**src/inc/hcr_pkg.sv**
```systemverilog
// Package for the host command word block: offsets, field positions, resets, counts.
// Assumes one 100 MHz system clock shared by both ends.
package hcr_pkg;
  // ****************************************
  // Register map
  // ****************************************
  localparam logic [17:0] CMD_WORD_ADDR   = 18'h20000;
  localparam logic [17:0] PLAYOUT_BASE    = 18'h10000;
  localparam logic [17:0] MAINT_Q_BASE    = 18'h0e000;
  localparam logic [15:0] CMD_RESET_VAL   = 16'h0021;
  localparam int          BIT_MASK        = 0;
  localparam int          BIT_SEND0       = 1;
  localparam int          BIT_SEND1       = 2;
  localparam int          BIT_RESCAN      = 3;
  localparam int          BIT_START       = 4;
  localparam int          BIT_SOFT_RST    = 5;
  localparam int          BIT_CLR_LATCH   = 6;
  localparam int          BIT_FIFO_TEST   = 7;
  localparam int          CRC_PASS_BIT    = 15;
  localparam logic [4:0]  MAINT_WORDS     = 5'h1c;
  // ****************************************
  // Playout buffer geometry
  // ****************************************
  localparam int LINE_STRIDE  = 8192;
  localparam int E1_MF_STRIDE = 256;
  localparam int T1_MF_STRIDE = 512;
  localparam int FRAME_STRIDE = 16;
  localparam int FRAMES_PER_LINE = 512;
  localparam int BYTES_PER_FRAME = 32;
  localparam int T1_BYTES     = 24;
  localparam int T1_FRAMES    = 24;
  localparam int MAINT_CELLS  = 256;
  localparam int MAINT_SLOT_BYTES = 64;
  // ****************************************
  // FIFO test select codes
  // ****************************************
  localparam logic [1:0] FSEL_NONE = 2'h0;
  localparam logic [1:0] FSEL_SIG  = 2'h1;
  localparam logic [1:0] FSEL_RX   = 2'h2;
  localparam logic [1:0] FSEL_TX   = 2'h3;
  // ****************************************
  // Timing
  // ****************************************
  localparam int CLK_MHZ         = 100;
  localparam int START_DONE_MS   = 3;
  localparam int START_DONE_CYC  = START_DONE_MS * 1000 * 1000 * CLK_MHZ / 1000;
  localparam int RESCAN_WORDS    = 10;
  typedef enum logic [2:0] {
    HCR_ST_IDLE = 3'b001,
    HCR_ST_WR   = 3'b010,
    HCR_ST_WAIT = 3'b100
  } hcr_host_st_t;
endpackage

```
**src/inc/hcr_if.sv**
```systemverilog
// Interface joining the processor-bus host and the command-word device.
// Assumes both ends on sys_clk; one access per strobe pulse.
`timescale 1ns/1ns
interface hcr_if;
  logic [17:0] addr;
  logic [15:0] wdata;
  logic        wr;
  logic        rd;
  logic [15:0] rdata;
  logic        rvalid;
  logic        irq_n;
  modport dev  (input addr, wdata, wr, rd, output rdata, rvalid, irq_n);
  modport host (output addr, wdata, wr, rd, input rdata, rvalid, irq_n);
endinterface

```
**src/hw/hcr_device.sv**
```systemverilog
// Device end: host command word, maintenance interrupt, soft reset, FIFO test steering.
// Assumes core logic answers busy/done strobes on sys_clk.
`timescale 1ns/1ns
module hcr_device #(
  parameter int START_CYC = hcr_pkg::START_DONE_CYC
) (
  // Clock and reset
  input  wire logic        sys_clk,
  input  wire logic        rst_n,
  // Processor bus
  hcr_if.dev               bus,
  // Core events
  input  wire logic        maint_cell_rx,
  input  wire logic        maint_crc_ok,
  input  wire logic        tx_backpressure,
  input  wire logic        maint_sent,
  // Core controls
  output logic             core_hold_rst,
  output logic             queues_underrun,
  output logic             fifo_test_access,
  output logic [1:0]       fifo_sel,
  output logic [6:0]       fifo_wr_addr,
  output logic [6:0]       fifo_rd_addr,
  output logic             maint_send_req,
  output logic             maint_send_buf,
  output logic             rescan_active,
  output logic [15:0]      maint_status_word,
  output logic [7:0]       maint_wr_slot
);
  // ****************************************
  // Command word state
  // ****************************************
  logic        mask_q, send0_q, send1_q, rescan_q, start_q, soft_q, test_q, latch_q;
  logic        irq_n_q, rvalid_q, send_busy_q, send_buf_q;
  logic [15:0] rdata_q;
  logic [31:0] start_cnt_q;
  logic [3:0]  rescan_cnt_q;
  logic [7:0]  slot_q;
  logic [15:0] stat_q;
  logic        hit_w, wr_cmd, rd_cmd, core_rst;
  logic [15:0] cmd_view;
  logic        start_done, rescan_done, send_take;

  assign hit_w      = bus.addr == hcr_pkg::CMD_WORD_ADDR;
  assign wr_cmd     = bus.wr & hit_w & ~test_q;
  assign rd_cmd     = bus.rd & hit_w & ~test_q;
  assign core_rst   = ~rst_n | soft_q;
  assign start_done = start_q & ~tx_backpressure & (start_cnt_q == 32'd0);
  assign rescan_done = rescan_q & (rescan_cnt_q == 4'd0);
  assign send_take  = ~send_busy_q & (send0_q | send1_q) & ~core_rst;
  assign cmd_view   = {8'h00, test_q, latch_q, soft_q, start_q, rescan_q, send1_q, send0_q, mask_q};

  // ****************************************
  // Control bits
  // ****************************************
  always_ff @(posedge sys_clk)
  begin
    if (!rst_n)
    begin
      {test_q, latch_q, soft_q, start_q, rescan_q, send1_q, send0_q, mask_q} <= hcr_pkg::CMD_RESET_VAL[7:0];
    end
    else
    begin
      if (wr_cmd)
      begin
        mask_q <= bus.wdata[hcr_pkg::BIT_MASK];
        soft_q <= bus.wdata[hcr_pkg::BIT_SOFT_RST];
      end
      test_q <= (bus.wr & hit_w) ? bus.wdata[hcr_pkg::BIT_FIFO_TEST] : test_q;
      // Set wins over clear so a cell in the clear cycle is kept
      if (maint_cell_rx & ~soft_q)
        latch_q <= 1'b1;
      else if (wr_cmd & bus.wdata[hcr_pkg::BIT_CLR_LATCH])
        latch_q <= 1'b0;
      if (wr_cmd & bus.wdata[hcr_pkg::BIT_START])
        start_q <= 1'b1;
      else if (start_done | soft_q)
        start_q <= 1'b0;
      if (wr_cmd & bus.wdata[hcr_pkg::BIT_RESCAN])
        rescan_q <= 1'b1;
      else if (rescan_done | soft_q)
        rescan_q <= 1'b0;
      if (wr_cmd & bus.wdata[hcr_pkg::BIT_SEND0])
        send0_q <= 1'b1;
      else if ((send_busy_q & maint_sent & ~send_buf_q) | soft_q)
        send0_q <= 1'b0;
      if (wr_cmd & bus.wdata[hcr_pkg::BIT_SEND1])
        send1_q <= 1'b1;
      else if ((send_busy_q & maint_sent & send_buf_q) | soft_q)
        send1_q <= 1'b0;
    end
  end

  // ****************************************
  // Sequencers
  // ****************************************
  always_ff @(posedge sys_clk)
  begin
    if (core_rst)
    begin
      send_busy_q  <= 1'b0;
      send_buf_q   <= 1'b0;
      start_cnt_q  <= 32'd0;
      rescan_cnt_q <= 4'd0;
    end
    else
    begin
      if (send_take)
      begin
        send_busy_q <= 1'b1;
        send_buf_q  <= ~send0_q;
      end
      else if (maint_sent)
        send_busy_q <= 1'b0;
      // Cell building stalls under backpressure, so the count waits too
      if (wr_cmd & bus.wdata[hcr_pkg::BIT_START])
        start_cnt_q <= START_CYC[31:0] - 32'd1;
      else if (start_q & ~tx_backpressure & (start_cnt_q != 32'd0))
        start_cnt_q <= start_cnt_q - 32'd1;
      // Revision, summary, then eight line mode words
      if (wr_cmd & bus.wdata[hcr_pkg::BIT_RESCAN])
        rescan_cnt_q <= 4'(hcr_pkg::RESCAN_WORDS - 1);
      else if (rescan_cnt_q != 4'd0)
        rescan_cnt_q <= rescan_cnt_q - 4'd1;
    end
  end

  // ****************************************
  // Maintenance queue write slot and status
  // ****************************************
  always_ff @(posedge sys_clk)
  begin
    if (core_rst)
    begin
      slot_q <= 8'h00;
      stat_q <= 16'h0000;
    end
    else if (maint_cell_rx)
    begin
      slot_q <= slot_q + 8'h01;
      stat_q <= {maint_crc_ok, 15'h0000};
    end
  end

  // ****************************************
  // Bus answer and outputs
  // ****************************************
  always_ff @(posedge sys_clk)
  begin
    if (!rst_n)
    begin
      rdata_q  <= 16'h0000;
      rvalid_q <= 1'b0;
      irq_n_q  <= 1'b1;
    end
    else
    begin
      rvalid_q <= bus.rd;
      rdata_q  <= rd_cmd ? cmd_view : 16'h0000;
      irq_n_q  <= ~(latch_q & ~mask_q);
    end
  end

  always_ff @(posedge sys_clk)
  begin
    if (!rst_n)
    begin
      core_hold_rst   <= 1'b1;
      queues_underrun <= 1'b1;
      fifo_test_access <= 1'b0;
      fifo_sel        <= hcr_pkg::FSEL_NONE;
      fifo_wr_addr    <= 7'h00;
      fifo_rd_addr    <= 7'h00;
      maint_send_req  <= 1'b0;
      maint_send_buf  <= 1'b0;
      rescan_active   <= 1'b0;
      maint_status_word <= 16'h0000;
      maint_wr_slot   <= 8'h00;
    end
    else
    begin
      core_hold_rst   <= soft_q;
      queues_underrun <= soft_q ? 1'b1 : (queues_underrun & ~maint_cell_rx);
      fifo_test_access <= test_q;
      fifo_sel        <= test_q ? bus.addr[15:14] : hcr_pkg::FSEL_NONE;
      fifo_wr_addr    <= bus.addr[6:0];
      fifo_rd_addr    <= bus.addr[13:7];
      maint_send_req  <= send_busy_q;
      maint_send_buf  <= send_buf_q;
      rescan_active   <= rescan_q;
      maint_status_word <= stat_q;
      maint_wr_slot   <= slot_q;
    end
  end

  assign bus.rdata  = rdata_q;
  assign bus.rvalid = rvalid_q;
  assign bus.irq_n  = irq_n_q;
endmodule

```
**src/flat_wrapper.sv**
```systemverilog
// flat-port wrapper written by rule: the top's interface ports become plain ports
module hcr_device_flat 
#(
  parameter int START_CYC = hcr_pkg::START_DONE_CYC
)
  (sys_clk, rst_n, maint_cell_rx, maint_crc_ok, tx_backpressure, maint_sent, core_hold_rst, queues_underrun, fifo_test_access, fifo_sel, fifo_wr_addr, fifo_rd_addr, maint_send_req, maint_send_buf, rescan_active, maint_status_word, maint_wr_slot, bus_addr, bus_wdata, bus_wr, bus_rd, bus_rdata, bus_rvalid, bus_irq_n);
  hcr_if bus_i ();
  input  wire logic sys_clk;
  input  wire logic rst_n;
  input  wire logic maint_cell_rx;
  input  wire logic maint_crc_ok;
  input  wire logic tx_backpressure;
  input  wire logic maint_sent;
  output logic core_hold_rst;
  output logic queues_underrun;
  output logic fifo_test_access;
  output logic [1:0] fifo_sel;
  output logic [6:0] fifo_wr_addr;
  output logic [6:0] fifo_rd_addr;
  output logic maint_send_req;
  output logic maint_send_buf;
  output logic rescan_active;
  output logic [15:0] maint_status_word;
  output logic [7:0] maint_wr_slot;
  input wire logic [$bits(bus_i.addr)-1:0] bus_addr;
  input wire logic [$bits(bus_i.wdata)-1:0] bus_wdata;
  input wire logic [$bits(bus_i.wr)-1:0] bus_wr;
  input wire logic [$bits(bus_i.rd)-1:0] bus_rd;
  output wire logic [$bits(bus_i.rdata)-1:0] bus_rdata;
  output wire logic [$bits(bus_i.rvalid)-1:0] bus_rvalid;
  output wire logic [$bits(bus_i.irq_n)-1:0] bus_irq_n;
  assign bus_i.addr = bus_addr;
  assign bus_i.wdata = bus_wdata;
  assign bus_i.wr = bus_wr;
  assign bus_i.rd = bus_rd;
  assign bus_rdata = bus_i.rdata;
  assign bus_rvalid = bus_i.rvalid;
  assign bus_irq_n = bus_i.irq_n;
  hcr_device #(.START_CYC(START_CYC)) u_core (.sys_clk(sys_clk), .rst_n(rst_n), .bus(bus_i), .maint_cell_rx(maint_cell_rx), .maint_crc_ok(maint_crc_ok), .tx_backpressure(tx_backpressure), .maint_sent(maint_sent), .core_hold_rst(core_hold_rst), .queues_underrun(queues_underrun), .fifo_test_access(fifo_test_access), .fifo_sel(fifo_sel), .fifo_wr_addr(fifo_wr_addr), .fifo_rd_addr(fifo_rd_addr), .maint_send_req(maint_send_req), .maint_send_buf(maint_send_buf), .rescan_active(rescan_active), .maint_status_word(maint_status_word), .maint_wr_slot(maint_wr_slot));
endmodule
```
**config.mk**
```make
export PLATFORM = sky130hd
export DESIGN_NAME = hcr_device_flat
export DESIGN_NICKNAME = d
export VERILOG_FILES = /design/src/inc/hcr_pkg.sv /design/src/inc/hcr_if.sv /design/src/hw/hcr_device.sv /design/src/flat_wrapper.sv
export SDC_FILE = /design/constraint.sdc
export NUM_CORES = 1
export LEC_CHECK = 0
export ABC_AREA = 1
export BUFFER_PORTS_ARGS = -buffer_cell sky130_fd_sc_hd__buf_2
export CAP_MARGIN = 20
export CORE_MARGIN = 8
export CORE_UTILIZATION = 45
export CTS_CLUSTER_DIAMETER = 50
export CTS_CLUSTER_SIZE = 24
export DETAILED_ROUTE_END_ITERATION = 7
export PLACE_DENSITY = 0.68
export SYNTH_ARGS = -nofsm -noshare
export SYNTH_HDL_FRONTEND = slang
export SYNTH_SLANG_ARGS = --single-unit
```
**constraint.sdc**
```tcl
create_clock -name sys_clk -period 2.3 [get_ports sys_clk]
set_clock_uncertainty 0.1 [all_clocks]
set_input_delay 0 -clock sys_clk [delete_from_list [all_inputs] [get_ports sys_clk]]
set_output_delay 0 -clock sys_clk [all_outputs]
set_load 0.03 [all_outputs]
```
Yosys cells after proc, flatten, opt, wreduce, memory -nomap -nowiden
Cells that the tools add are included.

cells by class
  add/subtract/negate cells = 3
  equality and inequality tests = 1
  muxes and demuxes = 16
  bitwise logic cells = 38
  reductions and logical operators = 17

operators with widths
  kind                     count
  $mux W19                 2
  $logic_not A32 Y1        1
  $reduce_bool A32 Y1      1
  $sub A32 B1 Y32 const B  1
  $and A1 B1 Y1            21
  $eq A18 B18 Y1 const B   1
  $reduce_bool A2 Y1       8
  $mux W1                  12
  $not A1 Y1               11
  $add A8 B1 Y8 const B    1
  $mux W4                  2
  $or A1 B1 Y1             6
  $reduce_or A2 Y1         3
  $logic_not A4 Y1         1
  $reduce_and A2 Y1        2
  $reduce_bool A4 Y1       1
  $sub A4 B1 Y4 const B    1

storage, ports and cells
  bits in registers = 104
  input port bits = 42
  output and inout port bits = 64
  logic and storage cells = 106

Logic depth before layout (Yosys ltp)
  depth in word-level cells = 6
  depth in mapped cells = 13
  depth with buffers taken out = 12

Least setup slack after synthesis
Ideal clock, no wire load.

  kind = register to register
  from = reg u_core.start_cnt_q[0]
  to = reg u_core.start_cnt_q[18]
  library setup time = 109 ps
  arrival time = 1450 ps
  data required time = 2091 ps
  slack = 641 ps
  cell stages (with the launch flop) = 12
  buffers on the path = 0
  clock period less this slack = 1659 ps
  path through = dfxtp_1 > inv_1 > ha_1 > nand2_1 > nor2_2 > nand3_1 > nor2_1 > nand3_2 > nand2_1 > nand3_1 > nand2_1 > inv_1

between the ends
  cells in the longest elaborated chain, start to end = 3
  elaborated cells on any way between the ends = 6
  classes of those cells = 1 x add/sub; 2 x mux; 1 x bitwise; 2 x reduce/logical

RTL lines
  what                                                    line                                  RTL
  from (decl)                                             hcr_device.sv:36                      logic [31:0] start_cnt_q;
  from (signal assigned)                                  hcr_device.sv:117                     start_cnt_q <= START_CYC[31:0] - 32'd1;
  from (signal assigned)                                  hcr_device.sv:119                     start_cnt_q <= start_cnt_q - 32'd1;
  $sub A32 B1 Y32 or $reduce_bool A32 Y1 (tied branches)  hcr_device.sv:119, hcr_device.sv:118
  $mux W19 or $and A1 B1 Y1 (tied branches)               hcr_device.sv:118                     else if (start_q & ~tx_backpressure & (start_cnt_q != 32'd0))
  $mux W19 or $reduce_bool A2 Y1 (tied branches)          --

Several ways; a longest one is shown, not always the timed one. The select of a mux whose other input is x is not followed.
A chain may end at the register's enable or synchronous reset.

Final worst setup path
  from = in bus_addr[7]
  to = reg u_core.latch_q

between the ends
  cells in the longest elaborated chain, start to end = 5

RTL lines
  what                          line                RTL
  from (decl)                   flat_wrapper.sv:25  input wire logic [$bits(bus_i.addr)-1:0] bus_addr;
  $eq A18 B18 Y1                hcr_device.sv:44    assign hit_w = bus.addr == hcr_pkg::CMD_WORD_ADDR;
  $and A1 B1 Y1 (2 in a row)    hcr_device.sv:45    assign wr_cmd = bus.wr & hit_w & ~test_q;
  $and A1 B1 Y1                 hcr_device.sv:73    else if (wr_cmd & bus.wdata[hcr_pkg::BIT_CLR_LATCH])
  $reduce_bool A2 Y1 (no line)  --
  to (signal assigned)          hcr_device.sv:60    {test_q, latch_q, soft_q, start_q, rescan_q, send1_q, send0_q, mask_q} <= hcr_pkg::CMD_RESET_VAL[7:0];
  to (decl)                     hcr_device.sv:33    logic mask_q, send0_q, send1_q, rescan_q, start_q, soft_q, test_q, latch_q;

No other way between the ends.

==> out/qor.tcl <==
set qor(status) {completed}
set qor(avgSynthCellArea_sq_um) 7.06
set qor(tritoncts.num_buffers) 9
set qor(rd_place_congestion) 0.920
set qor(wire_per_inst_microns) 12.5
set qor(post-synth-top-area-cell) {dfxtp_1}
set qor(multi_input_comb_area_sq_um) 2210
set qor(synth-warning-count) 0
set qor(synth_seq_cells) 96
set qor(routed_wirelength_microns) 11600
set qor(buffer_ports.inserted) 74
set qor(finalSetupViolations) 0
set qor(number_of_fillers_in_the_final_layout) 1015
set qor(post_synthesis_sequential_area_ratio_pct) 40.6
set qor(final_layout_size_suffix_gt1_share_pct) 19.0
set qor(detail_route.drc_violations) 0
set qor(regToRegEndpoint) {u_core.start_cnt_q[12]$_SDFFE_PP0P_}
set qor(post_synth_num_cell_types) 34
set qor(cp.required_ns) 2.47
set qor(slew_violations) 0
set qor(synthSimpleGateAreaFrac_pct) 33.4
set qor(gr-usage-all-layers_pct) 17.2
set qor(num_antenna_cells) 0
set qor(leak_nw) 3.05
set qor(drv.max_cap_violation_count) 0
set qor(gr-total-overflow) 0
set qor(grt_pass1_vias) 4472
set qor(fp-row-count) 37
set qor(cts-root-buf) {clkbuf_8}
set qor(clock_tree.htree_level_count) 3
set qor(post_synth_fa_ha_maj_area_fraction_pct) 1.32
set qor(finalCritPeriodShare_pct) 90.6
set qor(finish.utilization_pct) 55.9
set qor(crit_path_end) {u_core.latch_q$_SDFFE_PN0P_}
set qor(netlist_top_cells_area) {dfxtp_1 (41%), nand2_1 (13%), inv_1 (8.6%)}
set qor(clock_tree.buffer_depth) 2
set qor(final.setup.tns_ns) 0
set qor(fraction_of_synthesized_cell_area_in_xor_and_xnor_cells_pct) 3.51
set qor(final_antenna_net_count) 0
set qor(antenna_violations_before_repair) 0
set qor(fmaxAchievable_ghz) 0.480
set qor(die_width_microns) 119
set qor(timing.hold.worst.class) {input port to flop}
set qor(cts.sink_count) 96
set qor(path_max_fanout) 6
set qor(timing.reg2reg.setup_slack_ns) 0.34
set qor(synth.cell_area_sq_um) 4740
set qor(worst_setup_path_startpoint) {bus_addr[7]}
set qor(critPathArrivalTime_ns) 2.26
set qor(r2r_cells) 11
set qor(timing.slew.headroom_pct) 50.5
set qor(die_outline_area_sq_um) 14100
set qor(fp.coreArea_sq_um) 10300
set qor(clkSlewWorstSetupHoldPaths_ns) 0.10
set qor(critical_path.endpoint_type) {flop}
set qor(fin_worst_hold_slack_ns) 0.248
set qor(finalHoldViolCount) 0
set qor(post_synthesis_compound_gate_area_fraction_pct) 6.39
set qor(period_minus_slack_ns) 2.08
set qor(vdd.ir_drop.worst_v) 0.000341
set qor(grt_max_degree) 37
set qor(starting_drt_drc_count) 230
set qor(route.detailed.vias_per_inst) 4.64
set qor(tritoncts) {done}
set qor(final_net_count) 836
set qor(ys.flop_type) {dfxtp_1}
set qor(drtPass1Iterations) 4
set qor(ff_latch_area_sq_um) 1920
set qor(async_flop_share_pct) 0
set qor(synthMuxAreaShare_pct) 0.238
set qor(worst-setup-path-type) {input port to flop}
set qor(rsz0062_at_grt) {false}
set qor(largest_family_of_logic_cells_by_synthesized_area) {simple AND/OR/NAND/NOR gates}
set qor(syn-instance-count) 671
set qor(initial_utilization_pct) 46.1
set qor(ioPinCount) 106
set qor(hpwlAfterDp_microns) 8350
set qor(max_slew.worst_pin.slew_ns) 0.740
set qor(die_y_microns) 119
set qor(flow.area_growth_from_synthesis_pct) 21.3
set qor(post_synth_most_frequent_cells) {nand2_1 (164), inv_1 (109), dfxtp_1 (96), nor2_1 (96), nand3_1 (45)}
set qor(layout.cell_area.non_filler_sq_um) 5750
set qor(synth_enable_flop_cells) 0
set qor(r2r_start) {u_core.start_cnt_q[0]$_SDFFE_PP0P_}
set qor(power-per-cell-area_nw_per_um2) 521
set qor(area_fraction_of_the_dominant_cell_type_after_synthesis_pct) 40.6
set qor(critical_path.startpoint_type) {input port}
set qor(placed_cell_area_sq_um) 5140
set qor(wire_length_of_the_first_global_routing_pass_microns) 20300
set qor(clkLatencyLatePin_ns) 0.37
set qor(routed-via-count) 4312
set qor(yosysMostFrequentCell) {nand2_1}
-- metrics by stage --
stage	power, W	setup slack (ns)	instances
6_report	0.00300	0.216	930
4_1_cts	0.00301	0.236	930
5_1_grt	0.00310	0.0172	930
3_5_place_dp	0.00188	0.378	873
2_1_floorplan	0.00186	0.641	694
3_3_place_gp	0.00188	0.402	873
-- critical path, cell delays in order --
cell,delay [ns]
dlygate4sd3_1,0.54
buf_2,0.13
nor2_1,0.10
nand3_1,0.14
nor2_1,0.14
nand4_1,0.19
inv_1,0.25
nand2_1,0.07
nand2_1,0.06
o21ai_0,0.07
dlygate4sd3_1,0.56
-- per-layer routing --
metal	part of all wire [%]	GRT usage, %	vias up
met2	49	30.6	107
met4	2.1	7.11	0
met3	6.3	4.85	21
met5	0	0	-
li1	-	-	2224
met1	42	18.7	1960
-- report_power, final --
part           switching, W  internal, W  total (W)  leakage (nW)
logic              0.000139    0.0000801   0.000219          2.18
registers        0.00000297      0.00168    0.00168         0.778
clock network      0.000650     0.000448    0.00110        0.0973
-- area by class of cell --
| type | instances | share of cell area (%) |
|---|---|---|
| well taps | 136 | 2.96 |
| multi-input cells | 451 | 38.5 |
| inverters | 111 | 7.25 |
| repair buffers | 120 | 14.5 |
| flip-flops and latches | 96 | 33.4 |
| clock buffers | 10 | 2.39 |
| clock inverters | 6 | 0.980 |
-- cell usage in the layout, fill, tap and decap left out, types with 3 or more instances in the layout --
master | netlist | final
dfxtp_1 | 96 | 96
nand3_2 | 9 | 9
ha_1 | 5 | 5
conb_1 | 1 | 24
clkbuf_8 | 0 | 10
o21ai_2 | 5 | 5
nand2_2 | 15 | 15
o21bai_1 | 3 | 3
buf_4 | 25 | 4
nand2_1 | 164 | 164
nor2_4 | 3 | 3
xnor2_1 | 6 | 6
nor2_2 | 8 | 8
a21oi_2 | 10 | 10
nand3_1 | 45 | 45
a21oi_1 | 17 | 17
inv_1 | 109 | 109
nor2_1 | 96 | 96
xor2_1 | 13 | 13
nor3_1 | 6 | 6
nand4_1 | 6 | 6
buf_2 | 3 | 74
o21ai_0 | 7 | 7
dlygate4sd3_1 | 0 | 41
-- logic make-up after synthesis --
logic type	after synthesis
AND/OR/NAND/NOR	356
buffers and inverters	147
flip-flops	96
AO/OA/AOI/OAI	46
XOR/XNOR	19
adder cells (fa/ha/maj)	5
other	1
multiplexers	1
-- repair_timing --
action                    4_1_cts  5_1_grt
buffers inserted                0        0
gates resized for setup         0        0
hold endpoints to repair       39        0
hold buffers                   41        0
-- flip-flops by register name, summed over array words and instances, names as in the netlist, 2 cells and up --
signal                cells
u_core.slot_q             8
u_core.bus.rdata          8
u_core.start_cnt_q       32
u_core.rescan_cnt_q       4
u_core.fifo_sel           2
u_core.maint_wr_slot      8
u_core.fifo_wr_addr       7
u_core.fifo_rd_addr       7
-- how the worst min path moves through the flow --
stage,slack (ns),startpoint,endpoint,cells after the start
global route,0.26,bus_addr[12],u_core.fifo_rd_addr[5]$_SDFF_PN0_,4
detailed placement,0.1,bus_addr[2],u_core.fifo_wr_addr[2]$_SDFF_PN0_,3
global placement,0.09,bus_addr[9],u_core.fifo_rd_addr[2]$_SDFF_PN0_,3
finish,0.25,bus_addr[13],u_core.fifo_rd_addr[6]$_SDFF_PN0_,4
CTS,0.22,bus_addr[2],u_core.fifo_wr_addr[2]$_SDFF_PN0_,4
floorplan,-0.007,bus_addr[7],u_core.fifo_rd_addr[0]$_SDFF_PN0_,2
Power figures use the tool's default switching activity.
